$ cat src/design/status_word_pkg.sv
// Constants, types and carriers shared by the processor status word logic
package status_word_pkg;

  // Register port map, word indices on the plain register port
  localparam int          ADDR_W        = 2;
  localparam logic [1:0]  REG_STATUS    = 2'h0;  // Live status word
  localparam logic [1:0]  REG_EVENTS    = 2'h1;  // Sticky event flags, write 1 to clear

  // Status word field positions
  localparam int          MODE_BIT      = 0;   // 1 = privileged
  localparam int          IEN_BIT       = 1;   // External interrupt enable
  localparam int          UTRAP_BIT     = 2;   // User trap enable
  localparam int          RSOP_BIT      = 3;   // Right stack op pending
  localparam int          OVF_BIT       = 4;   // Overflow
  localparam int          CARRY_BIT     = 5;   // Carry
  localparam int          CC_LO         = 6;   // Condition code, low bit
  localparam int          CC_HI         = 7;   // Condition code, high bit
  localparam int          SEG_LO        = 8;   // Code segment number, low bit
  localparam int          SEG_HI        = 15;  // Code segment number, high bit

  // Reset value: privileged, everything else clear, segment 0
  localparam logic [15:0] STATUS_RESET  = 16'h0001;
  // Bits a user-mode write may touch: trap enable, overflow, carry, code
  localparam logic [15:0] USER_WR_MASK  = 16'h00F4;
  // Right stack op code that means no operation
  localparam logic [5:0]  NOP_CODE      = 6'h00;

  // Event flag positions
  localparam int          EV_OVF_TRAP   = 0;
  localparam int          EV_RET_TRAP   = 1;
  localparam int          EV_PRIV_FAULT = 2;
  localparam int          EV_W          = 3;

  // Character class bounds (digits, upper and lower letters)
  localparam logic [7:0]  DIGIT_LO      = 8'h30;
  localparam logic [7:0]  DIGIT_HI      = 8'h39;
  localparam logic [7:0]  UPPER_LO      = 8'h41;
  localparam logic [7:0]  UPPER_HI      = 8'h5A;
  localparam logic [7:0]  LOWER_LO      = 8'h61;
  localparam logic [7:0]  LOWER_HI      = 8'h7A;

  // Condition code encodings; the fourth code is never produced
  typedef enum logic [1:0] {
    code_greater = 2'h0,
    code_less    = 2'h1,
    code_equal   = 2'h2
  } cc_t;

  // Which pattern sets the condition code for an instruction
  typedef enum logic [2:0] {
    cc_keep             = 3'h0,
    sign_pattern        = 3'h1,
    char_class_pattern  = 3'h2,
    compare_pattern     = 3'h3,
    io_response_pattern = 3'h4
  } cc_pattern_t;

  // Outcome of an I/O instruction
  typedef enum logic [1:0] {
    io_ready       = 2'h0,
    io_not_ready   = 2'h1,
    io_no_response = 2'h2
  } io_resp_t;

  // One executed instruction as reported by the sequencer
  typedef struct packed {
    logic               done;          // Instruction completed this cycle
    logic               priv_instr;    // Instruction is privileged
    logic               uncallable;    // Call targets an uncallable segment
    cc_pattern_t        pattern;       // Condition code pattern
    logic signed [15:0] op_a;          // Operand 1 (or the only operand)
    logic signed [15:0] op_b;          // Operand 2
    io_resp_t           io_resp;       // I/O answer
    logic               io_moves_data; // Write, read or start I/O kind
    logic               ovf_valid;     // Instruction defines overflow
    logic               ovf_cond;      // Overflow or underflow occurred
    logic               ovf_int;       // Overflow is integer kind
    logic               carry_valid;   // Instruction defines carry
    logic               carry;         // Carry out of the top bit
    logic               stack_pair;    // Left half of a stack op pair ran
    logic [5:0]         right_op;      // Right stack op field
    logic               seg_load;      // Control moved to a new segment
    logic [7:0]         seg_num;       // New segment number
    logic               set_req;       // Register-set instruction
    logic [15:0]        set_mask;      // Bits it wants to change
    logic [15:0]        set_data;      // Values for those bits
  } exec_t;

  // Stack marker traffic: push on call or interrupt, pop on return
  typedef struct packed {
    logic        push_req;  // Call or interrupt suspends the segment
    logic        ret_req;   // Return restores a saved word
    logic        ret_int;   // Return from interrupt rather than procedure
    logic [15:0] saved;     // Saved word from the marker
  } marker_t;

  // Whole state of the block
  typedef struct packed {
    logic [15:0]     machine_status_word;        // Live status word
    logic [15:0]     marker;     // Word handed to the stack marker
    logic            marker_v;   // Marker word valid pulse
    logic            ovf_trap;   // Trap to segment 1 pulse
    logic            ret_trap;   // Illegal saved-word change pulse
    logic            priv_fault; // Privilege violation pulse
    logic [EV_W-1:0] events;     // Sticky copies of the three trap and fault pulses
    logic [15:0]     rdata;      // Register read data
  } state_t;

endpackage : status_word_pkg

$ cat src/design/cpu_status_word.sv
// Processor status word with condition code patterns and mode protection
//
// Contract
// - Bits 8-15 hold the running segment number
// - Refresh per instruction; push word on call/interrupt
// - Bit 0 is one when privileged
// - Mode changes only privileged; returns check saved mode
// - Bit 1 interrupt enable, privileged writes only
// - Return traps on user-altered saved interrupt enable
// - Bit 2 trap enable: any mode, kept on procedure return
// - Bit 3 set for non-NOP right stack op
// - User mode cannot alter bit 3
// - Bit 4 overflow, only from defining instructions
// - Trap enabled: trap instead; integer does both
// - Bit 5 records carry out of top bit
// - Condition code never takes value three
// - Sign pattern: positive, negative, zero codes
// - Character pattern: digits give greater code
// - Letters give equal, others give less
// - Compare pattern: greater, less, equal codes
// - I/O: no response less, completed equal
// - I/O not ready only for data moving ops
// - Privileged instructions and uncallable calls need privilege
//
// The plain strobed port and the register offsets are this design's own decisions.
`timescale 1ns/1ps
`default_nettype none

module cpu_status_word
  import status_word_pkg::*;
(
  input  wire logic              core_clk,   // 250 MHz core clock
  input  wire logic              rst,        // Synchronous reset, active high
  input  wire logic [ADDR_W-1:0] addr_i,     // Register index
  input  wire logic [15:0]       wdata_i,    // Register write data
  input  wire logic              wr_i,       // Register write strobe
  input  wire logic              rd_i,       // Register read strobe
  output logic      [15:0]       rdata_o,    // Read data, cycle after strobe
  input  wire exec_t             exec_i,     // Executed instruction report
  input  wire marker_t           mark_i,     // Call, interrupt and return traffic
  output logic      [15:0]       status_o,   // Live status word
  output logic      [15:0]       marker_o,   // Word to store in the marker
  output logic                   marker_v_o, // Marker word valid pulse
  output logic                   ovf_trap_o, // Trap to segment 1 pulse
  output logic                   ret_trap_o, // Return check failed pulse
  output logic                   priv_fault_o // Privilege violation pulse
);

  ////////////////////////////////////////////////////////////////////////////
  // Decoding helpers

  // Protected write: user mode may only touch the unprotected bits
  function automatic logic [15:0] guarded(input logic [15:0] cur,
                                          input logic [15:0] data,
                                          input logic [15:0] mask,
                                          input logic        user);
    logic [15:0] eff;
    eff = user ? (mask & USER_WR_MASK) : mask;
    return (cur & ~eff) | (data & eff);
  endfunction : guarded

  // Sign pattern
  function automatic cc_t cc_sign(input logic signed [15:0] v);
    if (v == 16'sh0000) return code_equal;
    else if (v < 16'sh0000) return code_less;
    else return code_greater;
  endfunction : cc_sign

  // Character class pattern on the low byte
  function automatic cc_t cc_char(input logic [7:0] b);
    if (b >= DIGIT_LO && b <= DIGIT_HI) return code_greater;
    else if ((b >= UPPER_LO && b <= UPPER_HI) ||
             (b >= LOWER_LO && b <= LOWER_HI)) return code_equal;
    else return code_less;
  endfunction : cc_char

  // Comparison pattern, signed operands
  function automatic cc_t cc_cmp(input logic signed [15:0] a,
                                 input logic signed [15:0] b);
    if (a == b) return code_equal;
    else if (a < b) return code_less;
    else return code_greater;
  endfunction : cc_cmp

  // I/O pattern; not-ready is only reported by data moving instructions
  function automatic cc_t cc_io(input io_resp_t r, input logic moves);
    unique case (r)
      io_no_response: return code_less;
      io_not_ready:   return moves ? code_greater : code_equal;
      io_ready:       return code_equal;
      default:        return code_equal;            // Spare encoding
    endcase
  endfunction : cc_io

  ////////////////////////////////////////////////////////////////////////////
  // State

  state_t st_q;  // All registered state
  state_t st_d;  // Next state

  logic        user;    // Running in user mode
  logic        fault;   // Instruction refused for lack of privilege
  logic        bad_ret; // Saved word fails the return checks
  logic [15:0] s;       // Working copy of the status word
  cc_t         cc;      // Condition code chosen by the pattern

  ////////////////////////////////////////////////////////////////////////////
  // Next state

  // One pass: software write, then return, else push plus instruction refresh
  always_comb begin
    st_d            = st_q;
    st_d.marker_v   = 1'b0;
    st_d.ovf_trap   = 1'b0;
    st_d.ret_trap   = 1'b0;
    st_d.priv_fault = 1'b0;
    st_d.rdata      = 16'h0000;
    s               = st_q.machine_status_word;
    cc              = cc_t'(st_q.machine_status_word[CC_HI:CC_LO]);
    user            = ~st_q.machine_status_word[MODE_BIT];
    fault           = exec_i.done && user && (exec_i.priv_instr || exec_i.uncallable);
    // User code may neither raise privilege nor change the enable in a saved word
    bad_ret         = user && (mark_i.ret_int || mark_i.saved[MODE_BIT] ||
                      (mark_i.saved[IEN_BIT] != st_q.machine_status_word[IEN_BIT]));

    // Register read answers one cycle later; unmapped indices read zero
    if (rd_i) begin
      unique case (addr_i)
        REG_STATUS: st_d.rdata = st_q.machine_status_word;
        REG_EVENTS: st_d.rdata = {{(16-EV_W){1'b0}}, st_q.events};
        default:    st_d.rdata = 16'h0000;
      endcase
    end

    // Software write goes through the same protection as an instruction
    if (wr_i && addr_i == REG_STATUS) begin
      s = guarded(s, wdata_i, 16'hFFFF, user);
    end

    if (mark_i.ret_req) begin
      // Returning restores the saved word unless the checks fail
      if (bad_ret) begin
        st_d.ret_trap = 1'b1;
      end else begin
        s = mark_i.saved;
        if (!mark_i.ret_int) begin
          s[UTRAP_BIT] = st_q.machine_status_word[UTRAP_BIT];
        end
      end
    end else begin
      // Suspension hands the pre-instruction word to the marker
      if (mark_i.push_req) begin
        st_d.marker   = st_q.machine_status_word;
        st_d.marker_v = 1'b1;
      end
      if (fault) begin
        // Refused instruction leaves the word as it was
        st_d.priv_fault = 1'b1;
      end else if (exec_i.done) begin
        // Register-set instruction, any mode for the trap enable
        if (exec_i.set_req) begin
          s = guarded(s, exec_i.set_data, exec_i.set_mask, user);
        end
        // Pending right stack op marks a resumable half-done pair
        s[RSOP_BIT] = exec_i.stack_pair && (exec_i.right_op != NOP_CODE);
        // Overflow, subject to the user trap enable
        if (exec_i.ovf_valid) begin
          if (exec_i.ovf_cond && st_q.machine_status_word[UTRAP_BIT]) begin
            st_d.ovf_trap = 1'b1;
            s[OVF_BIT]    = exec_i.ovf_int;
          end else begin
            s[OVF_BIT]    = exec_i.ovf_cond;
          end
        end
        // Carry out of the top bit
        if (exec_i.carry_valid) begin
          s[CARRY_BIT] = exec_i.carry;
        end
        // Condition code from the selected pattern
        unique case (exec_i.pattern)
          // Keep means the working copy, so a register-set code survives
          cc_keep:             cc = cc_t'(s[CC_HI:CC_LO]);
          sign_pattern:        cc = cc_sign(exec_i.op_a);
          char_class_pattern:  cc = cc_char(exec_i.op_a[7:0]);
          compare_pattern:     cc = cc_cmp(exec_i.op_a, exec_i.op_b);
          io_response_pattern: cc = cc_io(exec_i.io_resp, exec_i.io_moves_data);
          default:             cc = cc_t'(s[CC_HI:CC_LO]);
        endcase
        // A stale third code is never carried forward
        s[CC_HI:CC_LO] = (cc == 2'h3) ? code_equal : cc;
        // Entering a new segment records its number
        if (exec_i.seg_load) begin
          s[SEG_HI:SEG_LO] = exec_i.seg_num;
        end
      end
    end
    // Software writes and saved words may carry the unused fourth code
    if (s[CC_HI:CC_LO] == 2'h3) begin
      s[CC_HI:CC_LO] = code_equal;
    end
    st_d.machine_status_word = s;

    // Sticky flags: a new event wins over a clear in the same cycle
    if (wr_i && addr_i == REG_EVENTS) begin
      st_d.events = st_q.events & ~wdata_i[EV_W-1:0];
    end
    st_d.events[EV_OVF_TRAP]   = st_d.events[EV_OVF_TRAP]   | st_d.ovf_trap;
    st_d.events[EV_RET_TRAP]   = st_d.events[EV_RET_TRAP]   | st_d.ret_trap;
    st_d.events[EV_PRIV_FAULT] = st_d.events[EV_PRIV_FAULT] | st_d.priv_fault;
  end

  ////////////////////////////////////////////////////////////////////////////
  // Registers

  // Single state register; reset gives privileged mode and quiet outputs
  always_ff @(posedge core_clk) begin
    if (rst) begin
      st_q <= '{machine_status_word: STATUS_RESET, marker: 16'h0000, rdata: 16'h0000,
                events: '0, default: 1'b0};
    end else begin
      st_q <= st_d;
    end
  end

  // Outputs come straight from the state register
  assign status_o     = st_q.machine_status_word;
  assign marker_o     = st_q.marker;
  assign marker_v_o   = st_q.marker_v;
  assign ovf_trap_o   = st_q.ovf_trap;
  assign ret_trap_o   = st_q.ret_trap;
  assign priv_fault_o = st_q.priv_fault;
  assign rdata_o      = st_q.rdata;
endmodule : cpu_status_word

`default_nettype wire

$ cat config.mk
export PLATFORM = sky130hd
export DESIGN_NAME = cpu_status_word
export DESIGN_NICKNAME = d
export VERILOG_FILES = /design/src/design/status_word_pkg.sv /design/src/design/cpu_status_word.sv
export SDC_FILE = /design/constraint.sdc
export NUM_CORES = 1
export LEC_CHECK = 0
export BUFFER_PORTS_ARGS = -buffer_cell sky130_fd_sc_hd__buf_2
export CAP_MARGIN = 25
export CORE_AREA = 3 3 89 99
export CTS_BUF_LIST = sky130_fd_sc_hd__clkbuf_8 sky130_fd_sc_hd__clkbuf_16
export DETAILED_ROUTE_END_ITERATION = 16
export DIE_AREA = 0 0 92 102
export PLACE_DENSITY = 0.89
export SYNTH_ARGS = -nofsm -noshare
export SYNTH_HDL_FRONTEND = slang
export SYNTH_SLANG_ARGS = --single-unit
$ cat constraint.sdc
create_clock -name core_clk -period 2.3 [get_ports core_clk]
set_clock_uncertainty 0.2 [all_clocks]
set_input_delay 0.23 -clock core_clk [delete_from_list [all_inputs] [get_ports core_clk]]
set_output_delay 0.23 -clock core_clk [all_outputs]
set_load 0.01 [all_outputs]
[Yosys cells after proc, flatten, opt, wreduce, memory -nomap -nowiden]
Index checks and enable logic that the tools add are counted.
Cells by class
  bitwise gates (word level): 16
  magnitude comparators: 8
  muxes and demuxes: 39
  reduce and logical (&&, ||, !) cells: 21
  eq/ne operators: 12
Operators with widths (number)
  two-way mux 16 bit: 8
  AND 16 bit: 4
  NOT 16 bit: 2
  OR 16 bit: 2
  case mux 16 bit (2 select lines): 1
  two-way mux 2 bit: 10
  == test 16 bit: 1
  greater-or-equal comparator 8 x 7 -> 1 bit (second input constant): 2
  <= comparator 8 x 7 -> 1 bit (second input constant): 2
  logical NOT 16 bit: 1
  < comparator 16 x 1 -> 1 bit (second input constant): 1
  < comparator 16 bit: 1
  two-way mux 1 bit: 16
  logical AND 1 bit: 10
  greater-or-equal comparator 8 x 6 -> 1 bit (second input constant): 1
  <= comparator 8 x 6 -> 1 bit (second input constant): 1
  two-way mux 8 bit: 1
  case mux 2 bit (4 select lines): 1
  == test 2 bit (second input constant): 3
  == test 3 x 2 -> 1 bit (second input constant): 2
  nonzero test 6 bit: 1
  OR reduction 2 bit: 3
  == test 2 x 1 -> 1 bit (second input constant): 2
  logical OR 1 bit: 4
  12 further kinds: 16
Word-level totals
  input bits: 136
  bits in registers: 55
  logic and storage cells: 106

[Longest topological paths before layout]
Gate-level depths: netlist of run 1.
  depth after elaboration: 19
  gate-level depth with buffers: 9
  depth with buffers taken out: 8

[Worst setup path before layout of run 1]
Ideal clock, no wire load.
  kind: input to register
  start: input port exec_i[66] in the netlist's numbering
  end: register st_q (netlist bit status_o[6])
  slack: 305 ps
  arrival time: 1663 ps
  setup time: 132 ps
  data required time: 1968 ps
  cell stages on the path: 8
  path through: inv_1 ha_1 a21o_1 nand3_1 a21oi_1 or4_1 a211oi_1 a211oi_2
Between the ends
  word-level cells in the longest chain between the ends: 14
Ends and longest elaborated chain
  from (decl): line cpu_status_word.sv:39  | input wire exec_t exec_i,
  < comparator 16 bit: line cpu_status_word.sv:81  | else if (a < b) return code_less;
  two-way mux 1 bit: line cpu_status_word.sv:81
  two-way mux 2 bit *: line cpu_status_word.sv:80  | if (a == b) return code_equal;
  case mux 2 bit (4 select lines) *: line cpu_status_word.sv:180  | unique case (exec_i.pattern)
  two-way mux 2 bit *: line cpu_status_word.sv:159  | end else if (exec_i.done) begin
  two-way mux 2 bit *: line cpu_status_word.sv:156  | if (fault) begin
  two-way mux 2 bit *: line cpu_status_word.sv:140  | if (mark_i.ret_req) begin
  == test 2 bit: line cpu_status_word.sv:190  | s[CC_HI:CC_LO] = (cc == 2'h3) ? code_equal : cc;
  two-way mux 2 bit *: line cpu_status_word.sv:190
  two-way mux 16 bit *: line cpu_status_word.sv:159
  two-way mux 16 bit *: line cpu_status_word.sv:156
  two-way mux 16 bit *: line cpu_status_word.sv:140
  == test 2 bit: line cpu_status_word.sv:198  | if (s[CC_HI:CC_LO] == 2'h3) begin
  OR reduction 2 bit (no line)
  to (signal assigned): line cpu_status_word.sv:218  | st_q <= '{machine_status_word: STATUS_RESET, marker: 16'h0000, rdata: 16'h0000,
  to (signal assigned): line cpu_status_word.sv:221  | st_q <= st_d;
  to (decl): line cpu_status_word.sv:98  | state_t st_q;
Mark *: on every way between the ends. The rest lies on a longest branch, timed or not. The select of a mux whose other input is x is not followed.
A chain may end at the register's enable or synchronous reset.

[Worst setup path in the final report of run 1]
  start: register st_q (netlist bit status_o[0])
  end: register st_q (netlist bit status_o[11])
Between the ends
  word-level cells in the longest chain between the ends: 12
Ends and longest elaborated chain
  two-way mux 16 bit: line cpu_status_word.sv:58  | eff = user ? (mask & USER_WR_MASK) : mask;
  NOT 16 bit: line cpu_status_word.sv:59  | return (cur & ~eff) | (data & eff);
  AND 16 bit: line cpu_status_word.sv:59
  OR 16 bit: line cpu_status_word.sv:59
  two-way mux 16 bit: line cpu_status_word.sv:136  | if (wr_i && addr_i == REG_STATUS) begin
  AND 16 bit: line cpu_status_word.sv:59
  OR 16 bit: line cpu_status_word.sv:59
  two-way mux 16 bit: line cpu_status_word.sv:161  | if (exec_i.set_req) begin
  two-way mux 8 bit: line cpu_status_word.sv:192  | if (exec_i.seg_load) begin
  two-way mux 16 bit: line cpu_status_word.sv:159
  two-way mux 16 bit: line cpu_status_word.sv:156
  two-way mux 16 bit *: line cpu_status_word.sv:140
Mark *: on every way between the ends. The rest lies on a longest branch, timed or not.

==> flow_metrics.py, run 1 <==
metrics = {
    "status": {
        "status": "complete, no violations",
    },
    "worst_setup_path": {
        "max_stage_delay_ps": 410,
        "rr_worst_depth": 7,
        "critical_path_class": "reg -> reg",
        "cpLargestDelayFamily": "simple AND/OR/NAND/NOR gates",
        "arrival_ps": 2090,
        "required_ps": 2300,
        "end_kind": "flop",
        "worst_path_max_delay_cell": "dfxtp_1",
        "rr_startpoint": "status_o[0]$_SDFF_PP1_",
        "cp_cell_sequence": "and4bb_2 -> buf_12 -> mux2i_1 -> a21oi_1 -> a41oi_1 -> o21ai_0 -> and3_1",
        "r2r_end": "status_o[11]$_SDFF_PP0_",
        "r2r_setup_slack_ps": 220,
        "cp_max_fo": 9,
        "critPathLaunchType": "flop",
        "path_buf_inv": 1,
    },
    "power": {
        "p_sw_mw": 0.688,
        "seqPwrFrac_pct": 47.7,
        "p_int_mw": 1.49,
        "p_comb_share_pct": 27.8,
        "sw_frac_of_total_pct": 31.6,
        "peakVddDrop_v": 0.000268,
        "p_leak_nw": 2.13,
        "p_clk_share_pct": 24.5,
        "power.density_nw_per_um2": 494,
    },
    "placed_design": {
        "gp_congestion": 0.940,
        "dp.cells": 694,
        "dp_hpwl_um": 9070,
        "io_buffer_count": 185,
    },
    "clocking": {
        "clock-sinks": 55,
        "clk_latency_ps": 300,
        "cts_tree": "built",
        "cts_buffers": 5,
        "clock_path_buffers": 2,
        "root_buffer": "clkbuf_8",
        "h-tree-depth": 2,
        "clk_pin_slew_worst_paths_ps": 100,
    },
    "sta": {
        "setup_viol": 0,
        "worst_pin_slew_ps": 672,
        "tns_ps": 0,
        "rsz0062_at_grt": "false",
        "final_max_slew_viol_count": 0,
        "maxSlewHeadroom_pct": 55.0,
        "timing.final.crit_share_pct": 90.5,
        "max_freq_mhz": 480,
        "min_period_ps": 2080,
        "final_hold_viol_count": 0,
    },
    "hold_path": {
        "min_delay_path_depth": 3,
        "hold_end": "rdata_o[2]$_SDFF_PP0_",
        "hold_start": "rd_i",
        "hp-class": "in -> reg",
    },
    "die": {
        "die_area_um2": 9380,
        "fp-row-count": 34,
        "die_h_um": 102,
        "die_w_um": 92,
        "core_um2": 7910,
        "io_pins": 188,
        "initial_core_util_pct": 45.5,
    },
    "logic_synthesis": {
        "ys_seq_area_share_pct": 30.6,
        "synth_cell_types": 52,
        "synthFlopType": "dfxtp_1",
        "synth_async_sr_flop_share_pct": 0,
        "synth_top_family_by_area": "simple AND/OR/NAND/NOR gates",
        "synth_nets": 615,
        "postSynthCellCount": 463,
        "synth-simple-area-share_pct": 21.3,
        "yosysTopAreaCellShare_pct": 30.6,
        "synth_fa_ha_area_share_pct": 5.56,
        "yosys_warnings": 0,
        "ys_ff_latch": 55,
        "synth-compound-area-share_pct": 21.0,
        "synth_area_leaders": "dfxtp_1 31%, buf_4 10%, nand2_1 7.5%",
        "synth_edf_count": 0,
        "synth_area_leader_cell": "dfxtp_1",
        "yosys.area_share.xor_xnor_pct": 0.487,
        "synth_area_um2": 3600,
        "syn_avg_cell_area_um2": 7.77,
        "muxShareOfSynthArea_pct": 5.84,
    },
    "layout": {
        "final-seq-area_um2": 1100,
        "n_antenna_cell": 0,
        "final_cells": 705,
        "final_cell_mix": "185 x buf_2, 72 x nand2_1, 55 x dfxtp_1, 39 x a21oi_1, 32 x o21ai_0",
        "fillers": 765,
        "drive_gt1_share_pct": 36.0,
        "area_delta_synth_final_pct": 22.6,
        "final_nets": 748,
        "layout.cells.most_common": "buf_2",
        "multi_input_area_um2": 1950,
    },
    "global_routing": {
        "grt_first_pass_wirelength_um": 17500,
        "grt.overflow.total": 0,
        "antenna_found_initial": 0,
        "grt_pass1_vias": 3857,
        "grt_usage_pct": 23.0,
        "grt_max_degree": 32,
    },
    "flow_run": {
        "timing.max_cap.violations": 0,
    },
    "detailed_routing": {
        "drt-pass1-iter-count": 5,
        "drt_iter0_drc": 200,
        "routed_wl_um": 11200,
        "routedWlPerCell_um": 15.8,
        "drtAntennaViolNets": 0,
        "vias_per_cell": 5.45,
        "drc_errors": 0,
        "routed-via-count": 3840,
    },
}
cell families after synthesis:
| family | count (synthesis) |
|---|---|
| fa+ha+maj | 16 |
| buf+inv | 92 |
| compound gates | 120 |
| mux | 20 |
| xor+xnor | 2 |
| flops | 55 |
| simple gates | 158 |
synth_stat cells, types with 2 or more instances:
cell type and n:
a211oi_1 5, and2_1 14, and3_1 8, dfxtp_1 55, a31oi_1 8, a21o_1 3
nor3_1 2, a211oi_2 2, o22ai_1 3, nor4_1 5, ha_1 16, o311ai_0 2
nor2_1 20, o21ai_0 32, nor2b_1 8, inv_1 19, nand3_1 14, a41oi_1 9
mux2i_1 17, buf_2 8, clkbuf_1 14, nand4_1 6, or4_1 3, nand2_1 72
buf_4 49, a31o_2 2, o211ai_1 4, a21oi_1 39
worst max path at each step:
stage / from / to / slack [ps] / cells after the start
after global placement: exec_i[78] / status_o[6]$_SDFF_PP0_ / 110 / 8
after CTS: status_o[0]$_SDFF_PP1_ / status_o[11]$_SDFF_PP0_ / 240 / 7
after detailed placement: exec_i[78] / status_o[6]$_SDFF_PP0_ / 70 / 8
after floorplan: exec_i[66] / status_o[6]$_SDFF_PP0_ / 310 / 8
after global routing: status_o[0]$_SDFF_PP1_ / status_o[11]$_SDFF_PP0_ / 80 / 7
final: status_o[0]$_SDFF_PP1_ / status_o[11]$_SDFF_PP0_ / 220 / 7
flip-flops by register name, indices dropped and copies added (netlist names):
| signal | count |
|---|---|
| marker_o | 16 |
| st_q | 3 |
| status_o | 16 |
| ovf_trap_o | 1 |
| ret_trap_o | 1 |
| priv_fault_o | 1 |
| rdata_o | 16 |
| marker_v_o | 1 |
timing repair:
item / CTS / global route
buffers inserted: 0 / 0
resized for setup: 0 / 0
hold endpoints to repair: 2 / 0
hold buffers: 3 / 0
metrics by stage:
| step | hold slack [ps] | power (mW) | worst slack, ps | cell area, µm² | util, % |
|---|---|---|---|---|---|
| after floorplan | 155 | 1.43 | 305 | 3600 | - |
| after global placement | 238 | 1.63 | 110 | 4290 | 54.2 |
| after detailed placement | 243 | 1.66 | 65.6 | 4290 | 54.2 |
| after CTS | 21.7 | 2.19 | 241 | 4410 | 55.8 |
| after global routing | 45.2 | 2.31 | 83.3 | 4410 | 55.8 |
| final | 29.4 | 2.18 | 218 | 4410 | 55.8 |
area by class of cell:
class | count | area share [%]
clock buffers | 5 | 1.56
clock inverters | 3 | 0.510
inverters | 19 | 1.62
multi-input cells | 316 | 44.2
flip-flops and latches | 55 | 25.0
well taps | 108 | 3.06
repair buffers | 199 | 24.1
power by group through the flow:
stage | Clock, mW | Sequential, mW | Combinational (mW)
2_1_floorplan | 0 | 1.04 | 0.390
3_3_place_gp | 0 | 1.06 | 0.573
3_5_place_dp | 0 | 1.06 | 0.595
4_1_cts | 0.546 | 1.04 | 0.602
5_1_grt | 0.589 | 1.05 | 0.671
6_report | 0.533 | 1.04 | 0.606
layer usage:
metal  part of all wire (%)  vias up  global-route usage, %
met5                      0        -                      0
met4                    3.2        0                   10.5
met3                    7.9       35                   4.71
met2                     52      200                   43.2
met1                     37     1758                   24.8
li1                       -     1847                      -
worst register-to-register path, delay by kind of cell (launching register included):
kind / cells / cell delay [ps]
simple gates: 2 / 510
mux: 1 / 290
buf+inv: 1 / 160
flops: 1 / 410
compound gates: 3 / 410
(Power assumes the default switching activity.)
==> inputs of run 2 (changes only) <==
- CORE_AREA: 3 3 89 99 -> 3 3 79 111
- DIE_AREA: 0 0 92 102 -> 0 0 82 114
==> run 2 against run 1 <==
  * Routed wire length fell by 0.27%
  * Non-clock buffer count grew 1
  * Maximum frequency shrank 1.6%
  * Critical path depth decreased by 1
  * Sequential share of layout area stayed put
  * Register-to-register slack got worse by 30 ps
  * First-iteration DRC count increased by 21%
  * Utilization is 0.82 points higher
  * Via count decreased by 0.52%
  * Combinational power is essentially flat
  * Die area shrank 0.38%
  * Critical path type unchanged
==> flow_metrics.py, run 2 (same netlist as run 1, synthesis figures left out) <==
metrics = {
    "sta": {
        "final_max_slew_viol_count": 0,
        "min_period_ps": 2120,
        "tns_ps": 0,
        "max_freq_mhz": 473,
        "timing.final.crit_share_pct": 92.0,
        "rsz0062_at_grt": "false",
        "final_hold_viol_count": 0,
        "worst_pin_slew_ps": 710,
        "whs_ps": 41.5,
        "setup_viol": 0,
        "maxSlewHeadroom_pct": 52.5,
    },
    "hold_path": {
        "min_delay_path_depth": 3,
        "hold_end": "rdata_o[1]$_SDFF_PP0_",
        "hp-class": "in -> reg",
        "hold_start": "rd_i",
    },
    "worst_setup_path": {
        "r2r_setup_slack_ps": 180,
        "rr_startpoint": "status_o[0]$_SDFF_PP1_",
        "critPathLaunchType": "flop",
        "critical_path_class": "reg -> reg",
        "r2r_end": "status_o[6]$_SDFF_PP0_",
        "rr_worst_depth": 6,
        "cp_max_fo": 4,
        "required_ps": 2340,
        "end_kind": "flop",
        "arrival_ps": 2150,
    },
    "power": {
        "seqPwrFrac_pct": 47.5,
        "p_sw_mw": 0.691,
        "power.density_nw_per_um2": 495,
        "peakVddDrop_v": 0.000323,
        "p_int_mw": 1.49,
        "sw_frac_of_total_pct": 31.6,
        "p_comb_share_pct": 27.7,
        "p_clk_share_pct": 24.8,
        "total_power_mw": 2.18,
        "p_leak_nw": 2.13,
    },
    "placed_design": {
        "dp_hpwl_um": 9090,
        "gp_congestion": 0.956,
        "io_buffer_count": 185,
    },
    "detailed_routing": {
        "routed_wl_um": 11100,
        "drtAntennaViolNets": 0,
        "drt_iter0_drc": 242,
        "routedWlPerCell_um": 15.9,
        "drt-pass1-iter-count": 4,
        "vias_per_cell": 5.47,
        "routed-via-count": 3820,
        "drc_errors": 0,
    },
    "global_routing": {
        "grt.overflow.total": 0,
        "grt_pass1_vias": 3834,
        "antenna_found_initial": 1,
        "grt_max_degree": 32,
        "grt_usage_pct": 23.7,
        "grt_first_pass_wirelength_um": 17400,
    },
    "die": {
        "fp-row-count": 38,
        "die_w_um": 82,
        "io_pins": 188,
        "die_h_um": 114,
        "die_area_um2": 9350,
        "core_um2": 7800,
        "initial_core_util_pct": 46.1,
    },
    "clocking": {
        "clock_path_buffers": 2,
        "clk_latency_ps": 310,
        "root_buffer": "clkbuf_8",
        "h-tree-depth": 2,
        "clk_pin_slew_worst_paths_ps": 100,
        "clock-sinks": 55,
        "ctsResizeCount": 0,
        "cts_buffers": 5,
        "cts_tree": "built",
        "post_cts_buffers": 0,
    },
    "layout": {
        "postLayoutCoreUtil_pct": 56.6,
        "final_cell_mix": "185 x buf_2, 72 x nand2_1, 55 x dfxtp_1, 39 x a21oi_1, 32 x o21ai_0",
        "area_delta_synth_final_pct": 22.6,
        "layout.cells.most_common": "buf_2",
        "drive_gt1_share_pct": 36.1,
        "final_nets": 749,
        "n_antenna_cell": 0,
    },
    "flow_run": {
        "timing.max_cap.violations": 0,
    },
    "status": {
        "status": "complete, no violations",
    },
}
run 2: timing repair:
item,in CTS,in global routing
hold buffers,3,0
endpoints found under the hold margin,2,0
endpoints found under the setup margin,0,0
run 2: area by class of cell:
class	instances	area, µm²
Clock inverter	3	25.0
Sequential cell	55	1100
Multi-Input combinational cell	316	1950
Tap cell	100	125
Clock buffer	5	68.8
Timing Repair Buffer	200	1070
Inverter	19	71.3
Fill cell	727	3380
run 2: power groups by stage:
stage	combinational [mW]	sequential (mW)	clock (mW)
2_1_floorplan	0.390	1.04	0
3_3_place_gp	0.576	1.06	0
3_5_place_dp	0.596	1.06	0
4_1_cts	0.603	1.04	0.555
5_1_grt	0.676	1.04	0.586
6_report	0.605	1.04	0.541
run 2: stage by stage:
step / setup slack (ps) / cell area [µm²] / instances
finish: 184 / 4410 / 698
global route: 45.6 / 4410 / 698
CTS: 208 / 4410 / 698
detailed placement: 72.7 / 4290 / 687
global placement: 91.3 / 4290 / 687
floorplan: 305 / 3600 / 463
run 2: critical path: stages, from the launching register on:
cell	delay (ps)
dfxtp_1	430
o21bai_1	190
and2_0	270
o311ai_0	220
a211oi_2	340
a32oi_1	170
a211oi_2	220
run 2: routing by layer:
metal  part of all wire [%]  vias to the layer above  GRT usage (%)
met4                    3.2                        2           10.5
met3                    7.2                       32           4.58
met2                     53                      186           44.0
li1                       -                     1847              -
met5                  0.099                        -              0
met1                     36                     1753           24.9
run 2: worst max path at each step:
stage | from | end | slack (ps) | depth (start not counted)
2_1_floorplan | exec_i[66] | status_o[6]$_SDFF_PP0_ | 310 | 8
3_3_place_gp | exec_i[78] | status_o[6]$_SDFF_PP0_ | 90 | 8
3_5_place_dp | exec_i[78] | status_o[6]$_SDFF_PP0_ | 70 | 8
4_1_cts | status_o[0]$_SDFF_PP1_ | status_o[12]$_SDFF_PP0_ | 210 | 7
5_1_grt | status_o[0]$_SDFF_PP1_ | status_o[13]$_SDFF_PP0_ | 50 | 7
6_report | status_o[0]$_SDFF_PP1_ | status_o[6]$_SDFF_PP0_ | 180 | 6
==> inputs of run 3 (changes only) <==
- CORE_AREA: 3 3 79 111 -> 3 3 80 112
- DIE_AREA: 0 0 82 114 -> 0 0 83 115
- PLACE_DENSITY: 0.89 -> 0.87
==> run 3 against run 2 <==
  * Cell count stayed put
  * Final area increased by 0.43%
  * Die area rose by 2.1%
  * Combinational power fell by 2%
==> flow_metrics.py, run 3 (same netlist as run 1, synthesis figures left out) <==
metrics = {
    "hold_path": {
        "hp-class": "in -> reg",
    },
    "global_routing": {
        "grt_pass1_vias": 3734,
        "grt_usage_pct": 23.1,
        "grt-busiest-layer": "met2",
        "grt_first_pass_wirelength_um": 18000,
        "grt.overflow.total": 0,
        "grt_use_met3_pct": 4.66,
        "gr-usage-met1_pct": 24.9,
        "antenna_found_initial": 0,
        "grt_max_degree": 32,
        "grt_use_met2_pct": 43.0,
    },
    "clocking": {
        "ctsResizeCount": 0,
        "clock-sinks": 55,
        "clk_latency_ps": 290,
        "clock_path_buffers": 2,
        "root_buffer": "clkbuf_16",
        "h-tree-depth": 2,
        "cts_tree": "built",
        "post_cts_buffers": 0,
        "clk_pin_slew_worst_paths_ps": 70,
        "cts_buffers": 5,
        "hold_buffers": 0,
    },
    "detailed_routing": {
        "routed-via-count": 3731,
        "routed_wl_um": 11200,
        "drtAntennaViolNets": 0,
        "drt_iter0_drc": 188,
        "drt-pass1-iter-count": 4,
        "routedWlPerCell_um": 16.0,
        "drc_errors": 0,
        "vias_per_cell": 5.35,
    },
    "sta": {
        "worst_pin_slew_ps": 711,
        "rsz0062_at_grt": "false",
        "timing.final.crit_share_pct": 87.4,
        "min_period_ps": 2010,
        "tns_ps": 0,
        "final_max_slew_viol_count": 0,
        "final_hold_viol_count": 0,
        "setup_viol": 0,
        "max_freq_mhz": 497,
        "maxSlewHeadroom_pct": 52.4,
    },
    "die": {
        "initial_core_util_pct": 44.4,
        "die_h_um": 115,
        "die_area_um2": 9550,
        "core_um2": 8100,
        "io_pins": 188,
        "fp-row-count": 39,
        "die_w_um": 83,
    },
    "worst_setup_path": {
        "cp_max_fo": 9,
        "cpLargestDelayFamily": "simple AND/OR/NAND/NOR gates",
        "max_stage_delay_ps": 410,
        "arrival_ps": 2000,
        "critical_path_class": "reg -> reg",
        "critPathLaunchType": "flop",
        "cp_cell_sequence": "and4bb_2 -> buf_12 -> mux2i_1 -> o21ai_0 -> a31oi_1 -> o21ai_0 -> and3_1",
        "crit_path_frequent_cell": "o21ai_0",
        "required_ps": 2290,
        "end_kind": "flop",
        "path_buf_inv": 1,
        "worst_path_max_delay_cell": "dfxtp_1",
    },
    "layout": {
        "final_cell_mix": "185 x buf_2, 72 x nand2_1, 55 x dfxtp_1, 39 x a21oi_1, 32 x o21ai_0",
        "final_nets": 747,
        "layout.cells.most_common": "buf_2",
        "n_antenna_cell": 0,
        "drive_gt1_share_pct": 36.4,
        "final_cells": 698,
        "final_area_um2": 4430,
        "area_delta_synth_final_pct": 23.2,
    },
    "power": {
        "power.density_nw_per_um2": 536,
        "p_leak_nw": 2.15,
        "total_power_mw": 2.38,
        "peakVddDrop_v": 0.000384,
    },
    "status": {
        "status": "complete, no violations",
    },
    "placed_design": {
        "dp.cells": 690,
        "place_area_um2": 4290,
        "io_buffer_count": 185,
        "dp_hpwl_um": 9400,
        "gp_congestion": 0.924,
    },
    "flow_run": {
        "timing.max_cap.violations": 0,
    },
}
[run 3: cell count changes in the layout (fill, tap and decap cells not counted)]
| cell | previous run | this run |
|---|---|---|
| buf_4 | 10 | 12 |
| dlygate4sd3_1 | 3 | 0 |
| clkinvlp_4 | 1 | 2 |
| clkinv_4 | 2 | 0 |
| clkbuf_16 | 0 | 5 |
| clkinv_2 | 0 | 1 |
| clkbuf_8 | 5 | 0 |
| buf_12 | 2 | 1 |
[run 3: routing by layer]
layer | part of all wire, % | wire (µm)
met3 | 6.7 | 747
met1 | 37 | 4100
met2 | 53 | 5950
met4 | 3.6 | 405
met5 | 0 | 0
[run 3: cell type report]
type,count,area (µm²)
multi-input cells,316,1950
clock buffers,5,125
clock inverters,3,20.0
inverters,19,71.3
fillers,811,3670
well taps,102,128
flip-flops and latches,55,1100
repair buffers,198,1040
[run 3: where the power goes]
| part | internal [mW] | switching, mW | leakage (nW) | total (mW) |
|---|---|---|---|---|
| combinational | 0.271 | 0.323 | 1.63 | 0.594 |
| sequential | 0.998 | 0.0421 | 0.449 | 1.04 |
| clock | 0.402 | 0.340 | 0.0658 | 0.741 |
| total | 1.67 | 0.705 | 2.15 | 2.38 |
[run 3: path summary, 6_finish.rpt]
| check | startpoint | end | slack, ps | cells after the start |
|---|---|---|---|---|
| max | status_o[0]$_SDFF_PP1_ | status_o[11]$_SDFF_PP0_ | 290 | 7 |
| min reg2reg | marker_o[6]$_SDFFE_PP0P_ | marker_o[6]$_SDFFE_PP0P_ | 250 | 2 |
| max reg2reg | status_o[0]$_SDFF_PP1_ | status_o[11]$_SDFF_PP0_ | 290 | 7 |
| min | exec_i[52] | ovf_trap_o$_SDFF_PP0_ | 20 | 3 |
[run 3: through the flow]
stage | hold slack, ps | setup WS, ps | util [%]
CTS | 11.4 | 291 | 54.7
global route | 25.8 | 112 | 54.7
finish | 23.1 | 290 | 54.7
detailed placement | 246 | 70.6 | 52.9
floorplan | 155 | 305 | -
global placement | 242 | 121 | 52.9
[run 3: worst reg2reg max path, stage by stage (launching register included)]
cell and delay [ps]:
dfxtp_1 410, and4bb_2 300, buf_12 160, mux2i_1 320, o21ai_0 120, a31oi_1 140, o21ai_0 100, and3_1 170
